## config.mk

```make
export PLATFORM = sky130hd
export DESIGN_NAME = lgb_top
export DESIGN_NICKNAME = d
export VERILOG_FILES = /design/src/design/lgb_pkg.sv /design/src/design/lgb_cell.sv /design/src/design/lgb_top.sv
export VERILOG_INCLUDE_DIRS = /design/src /design/src/design
export SDC_FILE = /design/constraint.sdc
export NUM_CORES = 1
export LEC_CHECK = 0
export ABC_AREA = 1
export BUFFER_PORTS_ARGS = -buffer_cell sky130_fd_sc_hd__buf_2
export CORE_MARGIN = 2
export CORE_UTILIZATION = 40
export DETAILED_ROUTE_END_ITERATION = 16
export SLEW_MARGIN = 30
export SYNTH_ARGS = -nofsm -noshare
export SYNTH_HDL_FRONTEND = slang
export SYNTH_SLANG_ARGS = --single-unit
```

## constraint.sdc

```tcl
create_clock -name core_clk -period 7 [get_ports core_clk]
set_input_delay 0.7 -clock core_clk [delete_from_list [all_inputs] [get_ports core_clk]]
set_output_delay 0.7 -clock core_clk [all_outputs]
set_load 0.02 [all_outputs]
```

## src/design/lgb_cfg.svh

```systemverilog
// Offsets, field positions, reset values and counts of the logic cell block.
`ifndef LGB_CFG_SVH
`define LGB_CFG_SVH

// Register byte offsets on the plain register port.
`define LGB_ADDR_CELL_SEL 8'h00
`define LGB_ADDR_TAB_SEL  8'h04
`define LGB_ADDR_IN_IDX   8'h08
`define LGB_ADDR_IN_SRC   8'h0C
`define LGB_ADDR_IN_ACT   8'h10
`define LGB_ADDR_ROW_IDX  8'h14
`define LGB_ADDR_ROW_BIT  8'h18
`define LGB_ADDR_TAB_WORD 8'h1C
`define LGB_ADDR_STATUS   8'h20

// Widths and counts.
`define LGB_ADDR_W    8
`define LGB_DATA_W    32
`define LGB_SRC_W     5
`define LGB_ACT_W     3
`define LGB_SRC_COUNT 19
`define LGB_ACT_COUNT 5
`define LGB_IN_COUNT  3
`define LGB_ROWS      8
`define LGB_LINES     4

// Reset values of the configuration fields.
`define LGB_RST_SRC   5'h00
`define LGB_RST_ACT   3'h1
`define LGB_RST_TABLE 8'h00

// Status register field positions.
`define LGB_STAT_CELL0 0
`define LGB_STAT_CELL1 1

`endif

```

## src/design/lgb_pkg.sv

```systemverilog
// Types shared by the logic cell block and its cells.
`include "lgb_cfg.svh"
package lgb_pkg;

   // Internal signal that an input of a cell may follow.
   typedef enum logic [`LGB_SRC_W-1:0] {
      LGB_SRC_ZERO, LGB_SRC_LINE0, LGB_SRC_LINE1, LGB_SRC_LINE2, LGB_SRC_LINE3,
      LGB_SRC_USER0, LGB_SRC_USER1, LGB_SRC_USER2, LGB_SRC_USER3,
      LGB_SRC_CTR0_START, LGB_SRC_CTR1_START, LGB_SRC_CTR0_END, LGB_SRC_CTR1_END,
      LGB_SRC_CELL0, LGB_SRC_CELL1, LGB_SRC_EXP_START, LGB_SRC_EXP_END,
      LGB_SRC_FRAME_WAIT, LGB_SRC_ACQ_ACTIVE
   } lgb_src_e;

   // How the chosen signal counts as asserted.
   typedef enum logic [`LGB_ACT_W-1:0] {
      LGB_ACT_LOW, LGB_ACT_HIGH, LGB_ACT_FALL, LGB_ACT_RISE, LGB_ACT_ANY
   } lgb_act_e;

   // Which truth table software is configuring.
   typedef enum logic {LGB_TAB_VALUE, LGB_TAB_ENABLE} lgb_tab_e;

   typedef struct packed {
      lgb_src_e src;
      lgb_act_e act;
   } lgb_inp_s;

   // One cell: three shared inputs and the two truth tables.
   typedef struct packed {
      lgb_inp_s [`LGB_IN_COUNT-1:0] inp;
      logic [`LGB_ROWS-1:0]         valTab;
      logic [`LGB_ROWS-1:0]         enTab;
   } lgb_cellcfg_s;

   // Register port request.
   typedef struct packed {
      logic [`LGB_ADDR_W-1:0] addr;
      logic [`LGB_DATA_W-1:0] wdata;
      logic                   wr;
      logic                   rd;
   } lgb_bus_s;

   typedef struct packed {
      logic [`LGB_SRC_COUNT-1:0] prevSrc;
      logic                      out;
   } lgb_cell_state_s;

   typedef struct packed {
      lgb_cellcfg_s [1:0]     cfg;
      logic                   cellSel;
      lgb_tab_e               tabSel;
      logic [1:0]             inIdx;
      logic [2:0]             rowIdx;
      logic [`LGB_LINES-1:0]  lineMeta;
      logic [`LGB_LINES-1:0]  lineSync;
      logic [`LGB_DATA_W-1:0] rdData;
   } lgb_top_state_s;

endpackage : lgb_pkg

```

## src/design/lgb_cell.sv

```systemverilog
// One logic cell: input activation, value and enable tables, output flip-flop.
`timescale 1ns/1ps
`default_nettype none
`include "lgb_cfg.svh"
module lgb_cell (
   // Clock, reset and enable.
   input  wire logic                      core_clk,
   input  wire logic                      rst,
   input  wire logic                      ce,
   // Configuration and candidate signals.
   input  wire lgb_pkg::lgb_cellcfg_s     cfg,
   input  wire logic [`LGB_SRC_COUNT-1:0] srcVec,
   // Cell result.
   output logic                           cellOut
);

   lgb_pkg::lgb_cell_state_s r;
   lgb_pkg::lgb_cell_state_s n;
   logic [2:0]               hit;
   logic [2:0]               row;
   logic                     valBit;
   logic                     enBit;

   // Decides whether one input counts as asserted this cycle.
   function automatic logic actHit(lgb_pkg::lgb_act_e a, logic cur, logic prv);
      logic h;
      h = 1'b0;
      unique case (a)
         lgb_pkg::LGB_ACT_LOW:  h = ~cur;
         lgb_pkg::LGB_ACT_HIGH: h = cur;
         lgb_pkg::LGB_ACT_FALL: h = prv & ~cur;
         lgb_pkg::LGB_ACT_RISE: h = ~prv & cur;
         lgb_pkg::LGB_ACT_ANY:  h = prv ^ cur;
         default:               h = 1'b0;
      endcase
      return h;
   endfunction : actHit

   // Edges compare against the sample of the previous enabled cycle, so an
   // edge yields exactly one asserted cycle while levels follow directly.
   always_comb begin
      for (int i = 0; i < `LGB_IN_COUNT; i++) begin
         hit[i] = actHit(cfg.inp[i].act, srcVec[cfg.inp[i].src],
                         r.prevSrc[cfg.inp[i].src]);
      end
      row    = {hit[2], hit[1], hit[0]};
      valBit = cfg.valTab[row];
      enBit  = cfg.enTab[row];
   end

   // The flip-flop loads the value table only while the enable table is true.
   always_comb begin
      n         = r;
      n.prevSrc = srcVec;
      n.out     = enBit ? valBit : r.out;
   end

   // State register; a low clock enable freezes it.
   always_ff @(posedge core_clk) begin
      if (rst) begin
         r <= '0;
      end else if (ce) begin
         r <= n;
      end
   end

   assign cellOut = r.out;

   property p_hold;
      @(posedge core_clk) disable iff (rst)
      ce && !enBit |=> cellOut == $past(cellOut);
   endproperty
   a_hold: assert property (p_hold) else $error("cell output moved while disabled");

   property p_load;
      @(posedge core_clk) disable iff (rst)
      ce && enBit |=> cellOut == $past(valBit);
   endproperty
   a_load: assert property (p_load) else $error("cell output missed value");

   property p_bypass;
      @(posedge core_clk) disable iff (rst)
      ce && cfg.enTab == 8'hFF |=> cellOut == $past(valBit);
   endproperty
   a_bypass: assert property (p_bypass) else $error("bypass did not pass value");

   property p_edge_pulse;
      @(posedge core_clk) disable iff (rst)
      (ce && hit[0] && (cfg.inp[0].act == lgb_pkg::LGB_ACT_RISE ||
       cfg.inp[0].act == lgb_pkg::LGB_ACT_FALL)) ##1
      (ce && $stable(cfg.inp[0])) |-> !hit[0];
   endproperty
   a_edge_pulse: assert property (p_edge_pulse) else $error("edge held past one cycle");

endmodule : lgb_cell
`default_nettype wire

```

## src/design/lgb_top.sv

```systemverilog
// Logic cell block: two programmable cells behind a plain register port.
//
// Chosen here: the address-and-strobe port and the register addresses.
`timescale 1ns/1ps
`default_nettype none
`include "lgb_cfg.svh"
module lgb_top (
   // Clock, reset and enable.
   input  wire logic                      core_clk,
   input  wire logic                      rst,
   input  wire logic                      ce,
   // Register port.
   input  wire lgb_pkg::lgb_bus_s         bus,
   output logic [`LGB_DATA_W-1:0]         rdData,
   // I/O lines from the pins, not yet synchronised.
   input  wire logic [`LGB_LINES-1:0]     lineIn,
   // Internal event and state signals on core_clk.
   input  wire logic [3:0]                userOut,
   input  wire logic [1:0]                counterStart,
   input  wire logic [1:0]                counterEnd,
   input  wire logic                      exposureStart,
   input  wire logic                      exposureEnd,
   input  wire logic                      frameTriggerWait,
   input  wire logic                      acquisitionActive,
   // Cell results for other internal functions.
   output logic                           cellZeroOutput,
   output logic                           cellOneOutput
);

   lgb_pkg::lgb_top_state_s r;
   lgb_pkg::lgb_top_state_s n;
   lgb_pkg::lgb_cellcfg_s   curCell;
   lgb_pkg::lgb_inp_s       curInp;
   logic [`LGB_ROWS-1:0]    curTab;
   logic [1:0]              cellOuts;
   logic [`LGB_SRC_COUNT-1:0] srcVec;
   logic [`LGB_DATA_W-1:0]  rdVal;
   logic                    inIdxOk;
   logic                    srcOk;
   logic                    actOk;

   // Returns the table that the table selector points at.
   function automatic logic [`LGB_ROWS-1:0] pickTab(lgb_pkg::lgb_cellcfg_s c,
                                                   lgb_pkg::lgb_tab_e t);
      return (t == lgb_pkg::LGB_TAB_ENABLE) ? c.enTab : c.valTab;
   endfunction : pickTab

   // Reset image of all state, built from the configured reset values.
   function automatic lgb_pkg::lgb_top_state_s rstState();
      lgb_pkg::lgb_top_state_s s;
      s = '0;
      for (int c = 0; c < 2; c++) begin
         for (int i = 0; i < `LGB_IN_COUNT; i++) begin
            s.cfg[c].inp[i].src = lgb_pkg::lgb_src_e'(`LGB_RST_SRC);
            s.cfg[c].inp[i].act = lgb_pkg::lgb_act_e'(`LGB_RST_ACT);
         end
         s.cfg[c].valTab = `LGB_RST_TABLE;
         s.cfg[c].enTab  = `LGB_RST_TABLE;
      end
      return s;
   endfunction : rstState

   // Zero-extends a narrow field to a read word.
   function automatic logic [`LGB_DATA_W-1:0] zext8(logic [7:0] v);
      return {24'h00_0000, v};
   endfunction : zext8

   // Candidate signals in source-code order; the lines come from the second
   // synchroniser stage, the rest are already on core_clk.
   always_comb begin
      srcVec = {acquisitionActive, frameTriggerWait, exposureEnd, exposureStart,
                cellOuts, counterEnd, counterStart, userOut, r.lineSync,
                1'b0};
   end

   // Views of the item that the selectors currently address.
   always_comb begin
      curCell = r.cfg[r.cellSel];
      inIdxOk = (r.inIdx < 2'(`LGB_IN_COUNT));
      curInp  = inIdxOk ? curCell.inp[r.inIdx] : '0;
      curTab  = pickTab(curCell, r.tabSel);
   end

   // Out-of-range source or activation codes are ignored rather than stored,
   // so a cell can never hold a code that decodes to nothing.
   always_comb begin
      srcOk = (bus.wdata[`LGB_SRC_W-1:0] < 5'(`LGB_SRC_COUNT));
      actOk = (bus.wdata[`LGB_ACT_W-1:0] < 3'(`LGB_ACT_COUNT));
   end

   // Read multiplexer; unmapped offsets and reserved bits read as zero.
   always_comb begin
      rdVal = '0;
      case (bus.addr)
         `LGB_ADDR_CELL_SEL: rdVal = zext8({7'h00, r.cellSel});
         `LGB_ADDR_TAB_SEL:  rdVal = zext8({7'h00, r.tabSel});
         `LGB_ADDR_IN_IDX:   rdVal = zext8({6'h00, r.inIdx});
         `LGB_ADDR_IN_SRC:   rdVal = zext8({3'h0, curInp.src});
         `LGB_ADDR_IN_ACT:   rdVal = zext8({5'h00, curInp.act});
         `LGB_ADDR_ROW_IDX:  rdVal = zext8({5'h00, r.rowIdx});
         `LGB_ADDR_ROW_BIT:  rdVal = zext8({7'h00, curTab[r.rowIdx]});
         `LGB_ADDR_TAB_WORD: rdVal = zext8(curTab);
         `LGB_ADDR_STATUS:   rdVal = zext8({6'h00, cellOuts});
         default:            rdVal = '0;
      endcase
   end

   // Next-state logic: synchroniser, read data register and register writes.
   always_comb begin
      n          = r;
      n.lineMeta = lineIn;
      n.lineSync = r.lineMeta;
      n.rdData   = bus.rd ? rdVal : '0;
      if (bus.wr) begin
         case (bus.addr)
            `LGB_ADDR_CELL_SEL: n.cellSel = bus.wdata[0];
            `LGB_ADDR_TAB_SEL:  n.tabSel  = lgb_pkg::lgb_tab_e'(bus.wdata[0]);
            `LGB_ADDR_IN_IDX:   n.inIdx   = bus.wdata[1:0];
            `LGB_ADDR_IN_SRC: begin
               // One storage place serves both tables of the cell.
               if (inIdxOk && srcOk) begin
                  n.cfg[r.cellSel].inp[r.inIdx].src =
                     lgb_pkg::lgb_src_e'(bus.wdata[`LGB_SRC_W-1:0]);
               end
            end
            `LGB_ADDR_IN_ACT: begin
               if (inIdxOk && actOk) begin
                  n.cfg[r.cellSel].inp[r.inIdx].act =
                     lgb_pkg::lgb_act_e'(bus.wdata[`LGB_ACT_W-1:0]);
               end
            end
            `LGB_ADDR_ROW_IDX:  n.rowIdx = bus.wdata[2:0];
            `LGB_ADDR_ROW_BIT: begin
               if (r.tabSel == lgb_pkg::LGB_TAB_ENABLE) begin
                  n.cfg[r.cellSel].enTab[r.rowIdx] = bus.wdata[0];
               end else begin
                  n.cfg[r.cellSel].valTab[r.rowIdx] = bus.wdata[0];
               end
            end
            `LGB_ADDR_TAB_WORD: begin
               if (r.tabSel == lgb_pkg::LGB_TAB_ENABLE) begin
                  n.cfg[r.cellSel].enTab = bus.wdata[7:0];
               end else begin
                  n.cfg[r.cellSel].valTab = bus.wdata[7:0];
               end
            end
            default: ;
         endcase
      end
   end

   // State register; a low clock enable freezes everything, the bus included.
   always_ff @(posedge core_clk) begin
      if (rst) begin
         r <= rstState();
      end else if (ce) begin
         r <= n;
      end
   end

   assign rdData = r.rdData;

   // The two cells; each sees the other's output as a source.
   for (genvar g = 0; g < 2; g++) begin : gCell
      lgb_cell uCell (
         .core_clk (core_clk),
         .rst      (rst),
         .ce       (ce),
         .cfg      (r.cfg[g]),
         .srcVec   (srcVec),
         .cellOut  (cellOuts[g])
      );
   end

   assign cellZeroOutput = cellOuts[0];
   assign cellOneOutput  = cellOuts[1];

   property p_word_write;
      @(posedge core_clk) disable iff (rst)
      ce && bus.wr && bus.addr == `LGB_ADDR_TAB_WORD
      |=> curTab == $past(bus.wdata[7:0]);
   endproperty
   a_word_write: assert property (p_word_write) else $error("table word not loaded");

   property p_row_write;
      @(posedge core_clk) disable iff (rst)
      ce && bus.wr && bus.addr == `LGB_ADDR_ROW_BIT
      |=> curTab[r.rowIdx] == $past(bus.wdata[0]) &&
          curTab == (($past(curTab) & ~(8'h01 << r.rowIdx)) |
                     (8'($past(bus.wdata[0])) << r.rowIdx));
   endproperty
   a_row_write: assert property (p_row_write) else $error("row bit not written");

   property p_shared_input;
      @(posedge core_clk) disable iff (rst)
      ce && bus.wr && bus.addr == `LGB_ADDR_IN_SRC && inIdxOk && srcOk
      ##1 ce && bus.wr && bus.addr == `LGB_ADDR_TAB_SEL
      |=> curInp.src == $past(bus.wdata[`LGB_SRC_W-1:0], 2);
   endproperty
   a_shared_input: assert property (p_shared_input) else $error("input not shared");

   property p_status_read;
      @(posedge core_clk) disable iff (rst)
      ce && bus.rd && bus.addr == `LGB_ADDR_STATUS
      |=> rdData == {30'h0000_0000, $past(cellOuts)};
   endproperty
   a_status_read: assert property (p_status_read) else $error("status read wrong");

   // Guards on writes, read-back and routing; refused codes must leave no trace.
   property p_bad_src;
      @(posedge core_clk) disable iff (rst)
      ce && bus.wr && bus.addr == `LGB_ADDR_IN_SRC && !srcOk
      |=> $stable(curInp);
   endproperty
   a_bad_src: assert property (p_bad_src) else $error("bad source stored");

   property p_bad_act;
      @(posedge core_clk) disable iff (rst)
      ce && bus.wr && bus.addr == `LGB_ADDR_IN_ACT && !actOk
      |=> $stable(curInp);
   endproperty
   a_bad_act: assert property (p_bad_act) else $error("bad activation stored");

   property p_sel_keep;
      @(posedge core_clk) disable iff (rst)
      ce && bus.wr && bus.addr == `LGB_ADDR_TAB_SEL
      |=> $stable(curInp);
   endproperty
   a_sel_keep: assert property (p_sel_keep) else $error("table switch moved input");

   property p_cell_pick;
      @(posedge core_clk) disable iff (rst)
      ce && bus.wr && bus.addr == `LGB_ADDR_CELL_SEL
      |=> r.cellSel == $past(bus.wdata[0]);
   endproperty
   a_cell_pick: assert property (p_cell_pick) else $error("cell select lost");

   // A line reaches the cells only through both synchroniser stages.
   property p_line_sync;
      @(posedge core_clk) disable iff (rst)
      ce ##1 ce
      |=> r.lineSync == $past(lineIn, 2);
   endproperty
   a_line_sync: assert property (p_line_sync) else $error("line sync wrong");

   property p_row_pick;
      @(posedge core_clk) disable iff (rst)
      ce && bus.wr && bus.addr == `LGB_ADDR_ROW_IDX
      |=> r.rowIdx == $past(bus.wdata[2:0]);
   endproperty
   a_row_pick: assert property (p_row_pick) else $error("row index lost");

   property p_src_write;
      @(posedge core_clk) disable iff (rst)
      ce && bus.wr && bus.addr == `LGB_ADDR_IN_SRC && inIdxOk && srcOk
      |=> curInp.src == $past(bus.wdata[`LGB_SRC_W-1:0]);
   endproperty
   a_src_write: assert property (p_src_write) else $error("source not stored");

   property p_idx3_read;
      @(posedge core_clk) disable iff (rst)
      ce && bus.rd && bus.addr == `LGB_ADDR_IN_SRC && r.inIdx == 2'h3
      |=> rdData == 32'h0000_0000;
   endproperty
   a_idx3_read: assert property (p_idx3_read) else $error("input 3 read nonzero");

   // A table write in one cell must never reach the other cell.
   property p_other_cell;
      @(posedge core_clk) disable iff (rst)
      ce && bus.wr && bus.addr == `LGB_ADDR_TAB_WORD
      |=> $stable(r.cfg[~r.cellSel]);
   endproperty
   a_other_cell: assert property (p_other_cell) else $error("other cell changed");

   property p_word_read;
      @(posedge core_clk) disable iff (rst)
      ce && bus.rd && bus.addr == `LGB_ADDR_TAB_WORD
      |=> rdData == {24'h00_0000, $past(curTab)};
   endproperty
   a_word_read: assert property (p_word_read) else $error("table word read wrong");

   property p_bit_read;
      @(posedge core_clk) disable iff (rst)
      ce && bus.rd && bus.addr == `LGB_ADDR_ROW_BIT
      |=> rdData == 32'($past(curTab[r.rowIdx]));
   endproperty
   a_bit_read: assert property (p_bit_read) else $error("row bit read wrong");

   property p_src_read;
      @(posedge core_clk) disable iff (rst)
      ce && bus.rd && bus.addr == `LGB_ADDR_IN_SRC && inIdxOk
      |=> rdData == 32'($past(curInp.src));
   endproperty
   a_src_read: assert property (p_src_read) else $error("source read wrong");

endmodule : lgb_top
`default_nettype wire

```

# [After elaboration in Yosys (flattened, before gate mapping)]
# Index checks and enable logic that the tools add are counted.
[op_classes] n_lt_le_gt_ge=17 n_eq_ne=34 n_mux=77 bitwise_logic=30 n_reduce_logical=20
[ops] operator="bitwise mux 80 bit" n=6
[ops] operator="two-way mux 80 bit" n=4
[ops] operator="one-hot mux 80 bit (4 select lines)" n=1
[ops] operator="demux 40 bit (select 1 bit)" n=6
[ops] operator="two-way mux 40 bit" n=4
[ops] operator="one-hot mux 8 bit (9 select lines)" n=1
[ops] operator="binary-select mux 1 bit (select 5 bit)" n=12
[ops] operator="two-way mux 8 bit" n=6
[ops] operator="== test 3 x 2 -> 1 bit (second input constant)" n=12
[ops] operator="less-than comparator 5 x 6 -> 1 bit (second input constant)" n=6
[ops] operator="demux 8 bit (select 2 bit)" n=2
[ops] operator="== test 8 x 5 -> 1 bit (second input constant)" n=4
[ops] operator="two-way mux 16 bit" n=2
[ops] operator="two-way mux 32 bit" n=1
[ops] operator="one-hot mux 1 bit (5 select lines)" n=6
[ops] operator="== test 3 x 1 -> 1 bit (second input constant)" n=6
[ops] operator="== test 3 bit (second input constant)" n=6
[ops] operator="logical NOT 3 bit" n=6
[ops] operator="two-way mux 1 bit" n=18
[ops] operator="binary-select mux 8 bit (select 2 bit)" n=1
[ops] operator="== test 8 x 4 -> 1 bit (second input constant)" n=2
[ops] operator="binary-select mux 1 bit (select 3 bit)" n=5
[ops] operator="bitwise AND 1 bit" n=12
[ops] operator="less-than comparator 3 x 4 -> 1 bit (second input constant)" n=3
[ops] operator="21 further kinds" n=46
[word_totals] regBits=147 in_bits=61 out_inout_bits=34 word_cells=204

# [Depth between registers and ports, before layout]
# Gate-level depths: netlist of run 1.
[logic_depth] depth_word=9 depth_mapped=23 ltp_nobuf=22

# [Hierarchy]
# Synthesis of run 1 repeated with hierarchy kept, for this count alone.
[unflattened] cells_unflattened=2005 hier_area_um2=12085.3
[modules_own_cells] mod="lgb_top" instances=1 cells_per_inst=1159 area_per_inst_um2=7158.1 seq_area_each_um2=2062.0
[modules_own_cells] mod="lgb_cell" instances=2 cells_per_inst=423 area_per_inst_um2=2463.6 seq_area_each_um2=400.4

# [Worst setup path after synthesis of run 1]
# OpenSTA, ideal clock, no wires.
[synth_path] path_type="reg-to-reg" startpoint="register (tool-made name)" endpoint="register gCell[1].uCell.r, in the netlist gCell[1].uCell.cellOut" setup_time_ns=0.115 arrival_time_ns=2.847 required_ns=6.885 setup_slack_ns=4.038 stages_incl_launch_ff=18 n_path_buf=2 synth_period_minus_slack_ns=2.962 cell_sequence="dfxtp_1 -> buf_2 -> clkbuf_1 -> a21oi_1 -> o311ai_0 -> nand2_1 -> a22oi_1 -> inv_1 -> ha_1 -> nor3_1 -> a21oi_1 -> nand3_2 -> nand2_1 -> nand3_1 -> nand3_1 -> nand2_1 -> a21oi_1 -> nor2_1"
[synth_lines] item="to (signal assigned)" line_no="lgb_cell.sv:63" rtl="r <= n;"
[synth_lines] item="to (decl)" line_no="lgb_cell.sv:17" rtl="lgb_pkg::lgb_cell_state_s r;"

==> results.ini, run 1 <==
[status]
status = finished clean

[die]
core_sq_um = 24300
die_w_um = 161
die-area_sq_um = 26000
ioPinCount = 95
die_y_um = 161
initial_core_util_pct = 40.6
core.rowCount = 57

[synth]
ys_async_sr_fraction_pct = 0
synth_top_area_share_pct = 24.9
synth.area.top_cells = dfxtp_1 25%, a21oi_1 13%, nand2_1 12%
synthTopCellsByCount = 308 x nand2_1, 248 x a21oi_1, 185 x o21ai_0, 159 x inv_1, 126 x nor2_1
synth-seq-area-share_pct = 24.9
synth_flop_cell = dfxtp_1
syn_avg_cell_area_sq_um = 6.06
syn-instance-count = 1631
synth-seq-cells = 123
ys_types = 44
syn-cell-area_sq_um = 9890
yosysMostFrequentCell = nand2_1
ys_warn_count = 0
synth-edff-count = 0
synth_top_area_cell = dfxtp_1

[grt]
antenna_found_initial = 0
grt_max_degree = 68
grt_pass1_vias = 10228
grt_usage_pct = 27.6
grt_pass1_wl_um = 56600
grt-ovfl-total = 0

[clock_tree]
cts_tree = built
cts_buffer_depth = 2
cts_setup_buffers = 0
clock-sinks = 123
htree_levels = 4
cts.repair.resized = 0
cts_hold_buf = 0
cts_buffers = 17
cts-root-buf = clkbuf_16
insertion_delay_ps = 450
clkTransAtPathRegs_ps = 70

[critical_path]
path_cells = inv_2 -> o21ai_0 -> a21oi_1 -> o311ai_0 -> nand2_1 -> a22oi_1 -> inv_1 -> ha_1 -> nor3_1 -> a21oi_1 -> nand3_2 -> nand2_1 -> nand3_1 -> nand3_1 -> nand2_1 -> nand3_1 -> nand2_1 -> nor2_1
r2r_end = gCell[1].uCell.cellOut
reg2regPathDepth = 18
slowest_delay_ps = 760
arrival_ps = 4630
criticalPathCategory = register to register
ff2ff_setup_slack_ps = 2760
startpoint_type = register
critPathSlowestCell = dfxtp_1
endpoint_kind = register
cp.required_ps = 7390
critPathMaxFanout = 21
crit_top_cell = nand2_1

[sta]
slew_violations = 0
finalHoldViolCount = 0
rsz0062_at_grt = no
fin_crit_ps = 4240
clock.fmax_mhz = 236
tightest_slew_ps = 991
slew_headroom_pct = 33.7
setup_viol = 0
finalSetupTns_ps = 0
fin_skew_ps = 11.8
period_share_pct = 60.6

[route]
first_iter_violations = 1087
drtAntennaViolNets = 0
drc_errors = 0
dr.pass1.iters = 6
vias_per_cell = 5.78
vias = 11249
wire_per_inst_um = 18.5
wirelength_um = 35900

[hold_path]
hold_class = register to register
whs_path_depth = 2
min_to = rdData[7]
hold_start = rdData[7]

[job]
max-cap-violations = 0

[cells_and_area]
area_delta_synth_final_pct = 7.34
final-seq-area_sq_um = 2460
fillCellCount = 2640
multiInputGateArea_sq_um = 6150
nNetsFinal = 1681
antenna_cells = 0
drive_gt1_share_pct = 8.20

[power]
powerDensity_nw_per_um2 = 165
ir_worst_vdd_v = 0.000101
finalPower_w = 0.00175
p_leak_nw = 4.09

[placed_design]
dp_hpwl_um = 25500
routabilityCongestion = 0.944
io_buffer_count = 46

[logic make-up after synthesis]
| kind of cell | Yosys count | share of synthesized area, % |
|---|---|---|
| AOI/OAI and AO/OA | 565 | 32.3 |
| and+or+nand+nor | 630 | 27.5 |
| other | 1 | 0.0379 |
| DFF | 123 | 24.9 |
| buffers and inverters | 300 | 13.7 |
| adders and majority gates | 12 | 1.52 |
[worst max-delay path by stage]
| stage | start | to | slack [ps] |
|---|---|---|---|
| after global placement | register | gCell[1].uCell.cellOut | 2920 |
| after detailed placement | register | gCell[1].uCell.cellOut | 2870 |
| after global routing | register | gCell[1].uCell.cellOut | 2370 |
| after CTS | register | gCell[1].uCell.cellOut | 2850 |
| after floorplan | register | gCell[1].uCell.cellOut | 4040 |
| final | register | gCell[1].uCell.cellOut | 2760 |
[placed cells by master (no fill, tap or decap), types with 5 or more instances in the layout]
cell type	Yosys	final
or2_2	5	5
inv_2	9	10
a211oi_1	11	11
a221oi_1	7	7
inv_1	159	157
o221ai_1	32	32
nor2_2	9	9
a21oi_1	248	248
conb_1	1	24
o211ai_1	26	26
nand3_1	119	119
clkbuf_16	0	17
buf_2	21	46
dfxtp_1	123	121
nor2_1	126	126
o22ai_1	14	14
clkinv_1	7	8
inv_8	0	6
o21ai_0	185	185
nor3_1	30	30
ha_1	12	12
buf_4	40	14
a22oi_1	19	19
nand2_2	5	5
nand2_1	308	308
o21ai_1	8	8
nand4_1	16	16
[worst max-delay path, delay by kind of cell (launching register included)]
| family | cells | cell delay (ps) |
|---|---|---|
| buffers and inverters | 2 | 360 |
| AOI/OAI and AO/OA | 5 | 1550 |
| adders and majority gates | 1 | 270 |
| DFF | 1 | 760 |
| and+or+nand+nor | 10 | 1240 |
[stage by stage]
| stage | std cells | setup WS [ps] | instance area (sq um) | hold WS, ps | utilization [%] |
|---|---|---|---|---|---|
| floorplan | 1654 | 4040 | 9970 | 446 | - |
| global placement | 1913 | 2920 | 10000 | 459 | 41.2 |
| detailed placement | 1913 | 2870 | 10000 | 461 | 41.2 |
| CTS | 1945 | 2850 | 10600 | 474 | 43.6 |
| global route | 1945 | 2370 | 10600 | 497 | 43.6 |
| finish | 1945 | 2760 | 10600 | 472 | 43.6 |
[metal layers]
layer | up-vias | GRT usage [%] | share of wire (%)
met5 | - | 0 | 0
met4 | 0 | 12.3 | 3.6
met3 | 85 | 5.29 | 8.8
met2 | 478 | 44.0 | 45
met1 | 5176 | 36.3 | 43
li1 | 5510 | - | -
[power breakdown]
part / switching (W) / internal (W)
clock network: 0.000419 / 0.000481
logic: 0.0000944 / 0.0000305
registers: 0.0000157 / 0.000710
total: 0.000529 / 0.00122
[layout make-up]
type | instances | area share [%]
Tap cell | 324 | 3.82
Timing Repair Buffer | 60 | 3.16
Clock buffer | 17 | 4.01
Clock inverter | 15 | 1.59
Sequential cell | 123 | 23.2
Inverter | 175 | 6.19
Multi-Input combinational cell | 1231 | 58.0
Power figures use the tool's default switching activity.
==> inputs of run 2 (changes only) <==
==> constraint.sdc (replaced) <==
create_clock -name core_clk -period 3.95 [get_ports core_clk]
set_input_delay 0.395 -clock core_clk [delete_from_list [all_inputs] [get_ports core_clk]]
set_output_delay 0.395 -clock core_clk [all_outputs]
set_load 0.02 [all_outputs]
==> run 2 against run 1 <==
  * Die area is the same
  * Clock power grew 92%
  * Worst hold slack lost 290 ps
  * Count of clock-buffer cells in the layout grew 1
  * Setup slack lost 2300 ps
  * Final area grew 1.7%
  * Total power grew 85%
==> results.ini, run 2 (synthesized netlist as in run 1, its figures left out) <==
[sta]
slew_headroom_pct = 34.9  ; +1.1 points
slew_violations = 0  ; unchanged
fin_crit_ps = 3460  ; -784 ps
tightest_slew_ps = 974  ; -17.1 ps
period_share_pct = 87.6  ; +27 points
finalHoldViolCount = 0  ; unchanged
finalSetupTns_ps = 0  ; unchanged
clock.fmax_mhz = 289  ; +23%
rsz0062_at_grt = no
fin_skew_ps = 12.8  ; +0.930 ps
setup_viol = 0  ; unchanged
fin_hold_ws_ps = 187  ; -285 ps

[power]
finalPower_w = 0.00324  ; +85%
pwr-share-seq_pct = 39.7  ; -1.7 points
power_frac_comb_pct = 7.0  ; about the same
p_int_w = 0.00239  ; +96%
switchingPower_w = 0.000850  ; +61%
powerDensity_nw_per_um2 = 300  ; +82%
p_sw_share_pct = 26.3  ; -4.0 points
p_leak_nw = 4.20  ; +2.5%
pwr-share-clk_pct = 53.3  ; +1.9 points
ir_worst_vdd_v = 0.000212  ; +110%

[status]
status = finished clean

[grt]
grt_pass1_wl_um = 57500  ; +1.6%
antenna_found_initial = 0  ; unchanged
grt-ovfl-total = 0  ; unchanged
grt_usage_pct = 28.0  ; +0.39 points
grt_pass1_vias = 10084  ; -1.4%
grt_max_degree = 71  ; +4.4%

[route]
vias = 11514  ; +2.4%
first_iter_violations = 1386  ; +28%
dr.pass1.iters = 6  ; unchanged
wire_per_inst_um = 18.8  ; +1.7%
drc_errors = 0  ; unchanged
drtAntennaViolNets = 0  ; unchanged
wirelength_um = 36800  ; +2.6%
vias_per_cell = 5.87  ; +1.4%

[cells_and_area]
antenna_cells = 0  ; unchanged
mostFrequentLayoutCell = nand2_1
drive_gt1_share_pct = 9.27  ; +1.1 points
stdcell_area_sq_um = 10800  ; +1.7%
fillCellCount = 2616  ; -0.91%
area_delta_synth_final_pct = 9.20
nNetsFinal = 1700  ; +1.1%
final_cell_mix = 308 x nand2_1, 248 x a21oi_1, 185 x o21ai_0, 158 x inv_1, 126 x nor2_1

[die]
die-area_sq_um = 26000  ; unchanged
die_y_um = 161  ; unchanged
core_sq_um = 24300  ; unchanged
ioPinCount = 95  ; unchanged
core.rowCount = 57  ; unchanged
die_w_um = 161  ; unchanged
initial_core_util_pct = 40.6  ; unchanged

[critical_path]
cp.required_ps = 4310  ; -3080 ps
critPathMaxFanout = 13  ; -38%
arrival_ps = 3810  ; -820 ps
startpoint_type = register
criticalPathCategory = register to register
endpoint_kind = register

[hold_path]
hold_class = primary input to register

[clock_tree]
cts_setup_buffers = 0  ; unchanged
cts_buffer_depth = 2  ; unchanged
cts-root-buf = clkbuf_16
cts.repair.resized = 0  ; unchanged
cts_buffers = 17  ; unchanged
clock-sinks = 123  ; unchanged
cts_hold_buf = 0  ; unchanged
cts_tree = built
clkTransAtPathRegs_ps = 70  ; about the same
htree_levels = 4  ; unchanged
insertion_delay_ps = 430  ; -20 ps

[job]
max-cap-violations = 0  ; unchanged

[placed_design]
io_buffer_count = 46  ; unchanged
dp_hpwl_um = 26300  ; +3.0%
placed_cell_area_sq_um = 10200  ; +1.5%
routabilityCongestion = 0.992  ; +5.2%

==> run 2: per-layer routing <==
metal | wire, um | GRT usage (%) | up-vias
met3 | 2950 | 4.03 | 69
li1 | - | - | 5564
met5 | 0 | 0 | -
met1 | 15900 | 38.5 | 5344
met4 | 932 | 9.25 | 0
met2 | 17000 | 45.2 | 537
==> run 2: cell type report <==
cell class                 count  area (sq um)  area share [%]
multi-input combinational   1231          6160            57.1
clock buffer                  18           439            4.07
clock inverter                13           191            1.77
tap                          324           405            3.76
timing repair buffer          79           478            4.43
sequential                   123          2460            22.8
inverter                     175           657            6.08
==> run 2: power by group through the flow <==
stage | Sequential (W) | Clock (W) | Combinational [W]
after CTS | 0.00128 | 0.00174 | 0.000221
after detailed placement | 0.00131 | 0 | 0.000220
final | 0.00129 | 0.00173 | 0.000227
after global routing | 0.00129 | 0.00179 | 0.000247
after global placement | 0.00131 | 0 | 0.000219
after floorplan | 0.00130 | 0 | 0.000159
==> run 2: path summary, 6_finish.rpt <==
check	startpoint	end	slack, ps	depth (start not counted)
max	register	gCell[0].uCell.cellOut	490	17
min	lineIn[3]	n[35]	190	3
max reg2reg	register	gCell[0].uCell.cellOut	490	17
min reg2reg	rdData[0]	rdData[0]	470	2
==> run 2: through the flow <==
stage	instances	setup slack, ps	util, %
4_1_cts	1963	530	44.4
3_5_place_dp	1932	559	41.8
6_report	1963	492	44.4
2_1_floorplan	1654	988	-
5_1_grt	1963	115	44.4
3_3_place_gp	1932	599	41.8
==> run 2: worst max-delay path: stages, from the launching register on <==
cell	delay [ps]
dfxtp_1	530
inv_2	180
o21ai_0	180
a21oi_1	60
o311ai_0	420
nand2_1	170
a22oi_1	270
inv_1	80
ha_1	200
a221oi_1	320
nand2_1	90
nor2_1	320
inv_1	110
nand3_1	100
nand3_1	90
nand2_1	90
nand2_1	40
nor2_1	140
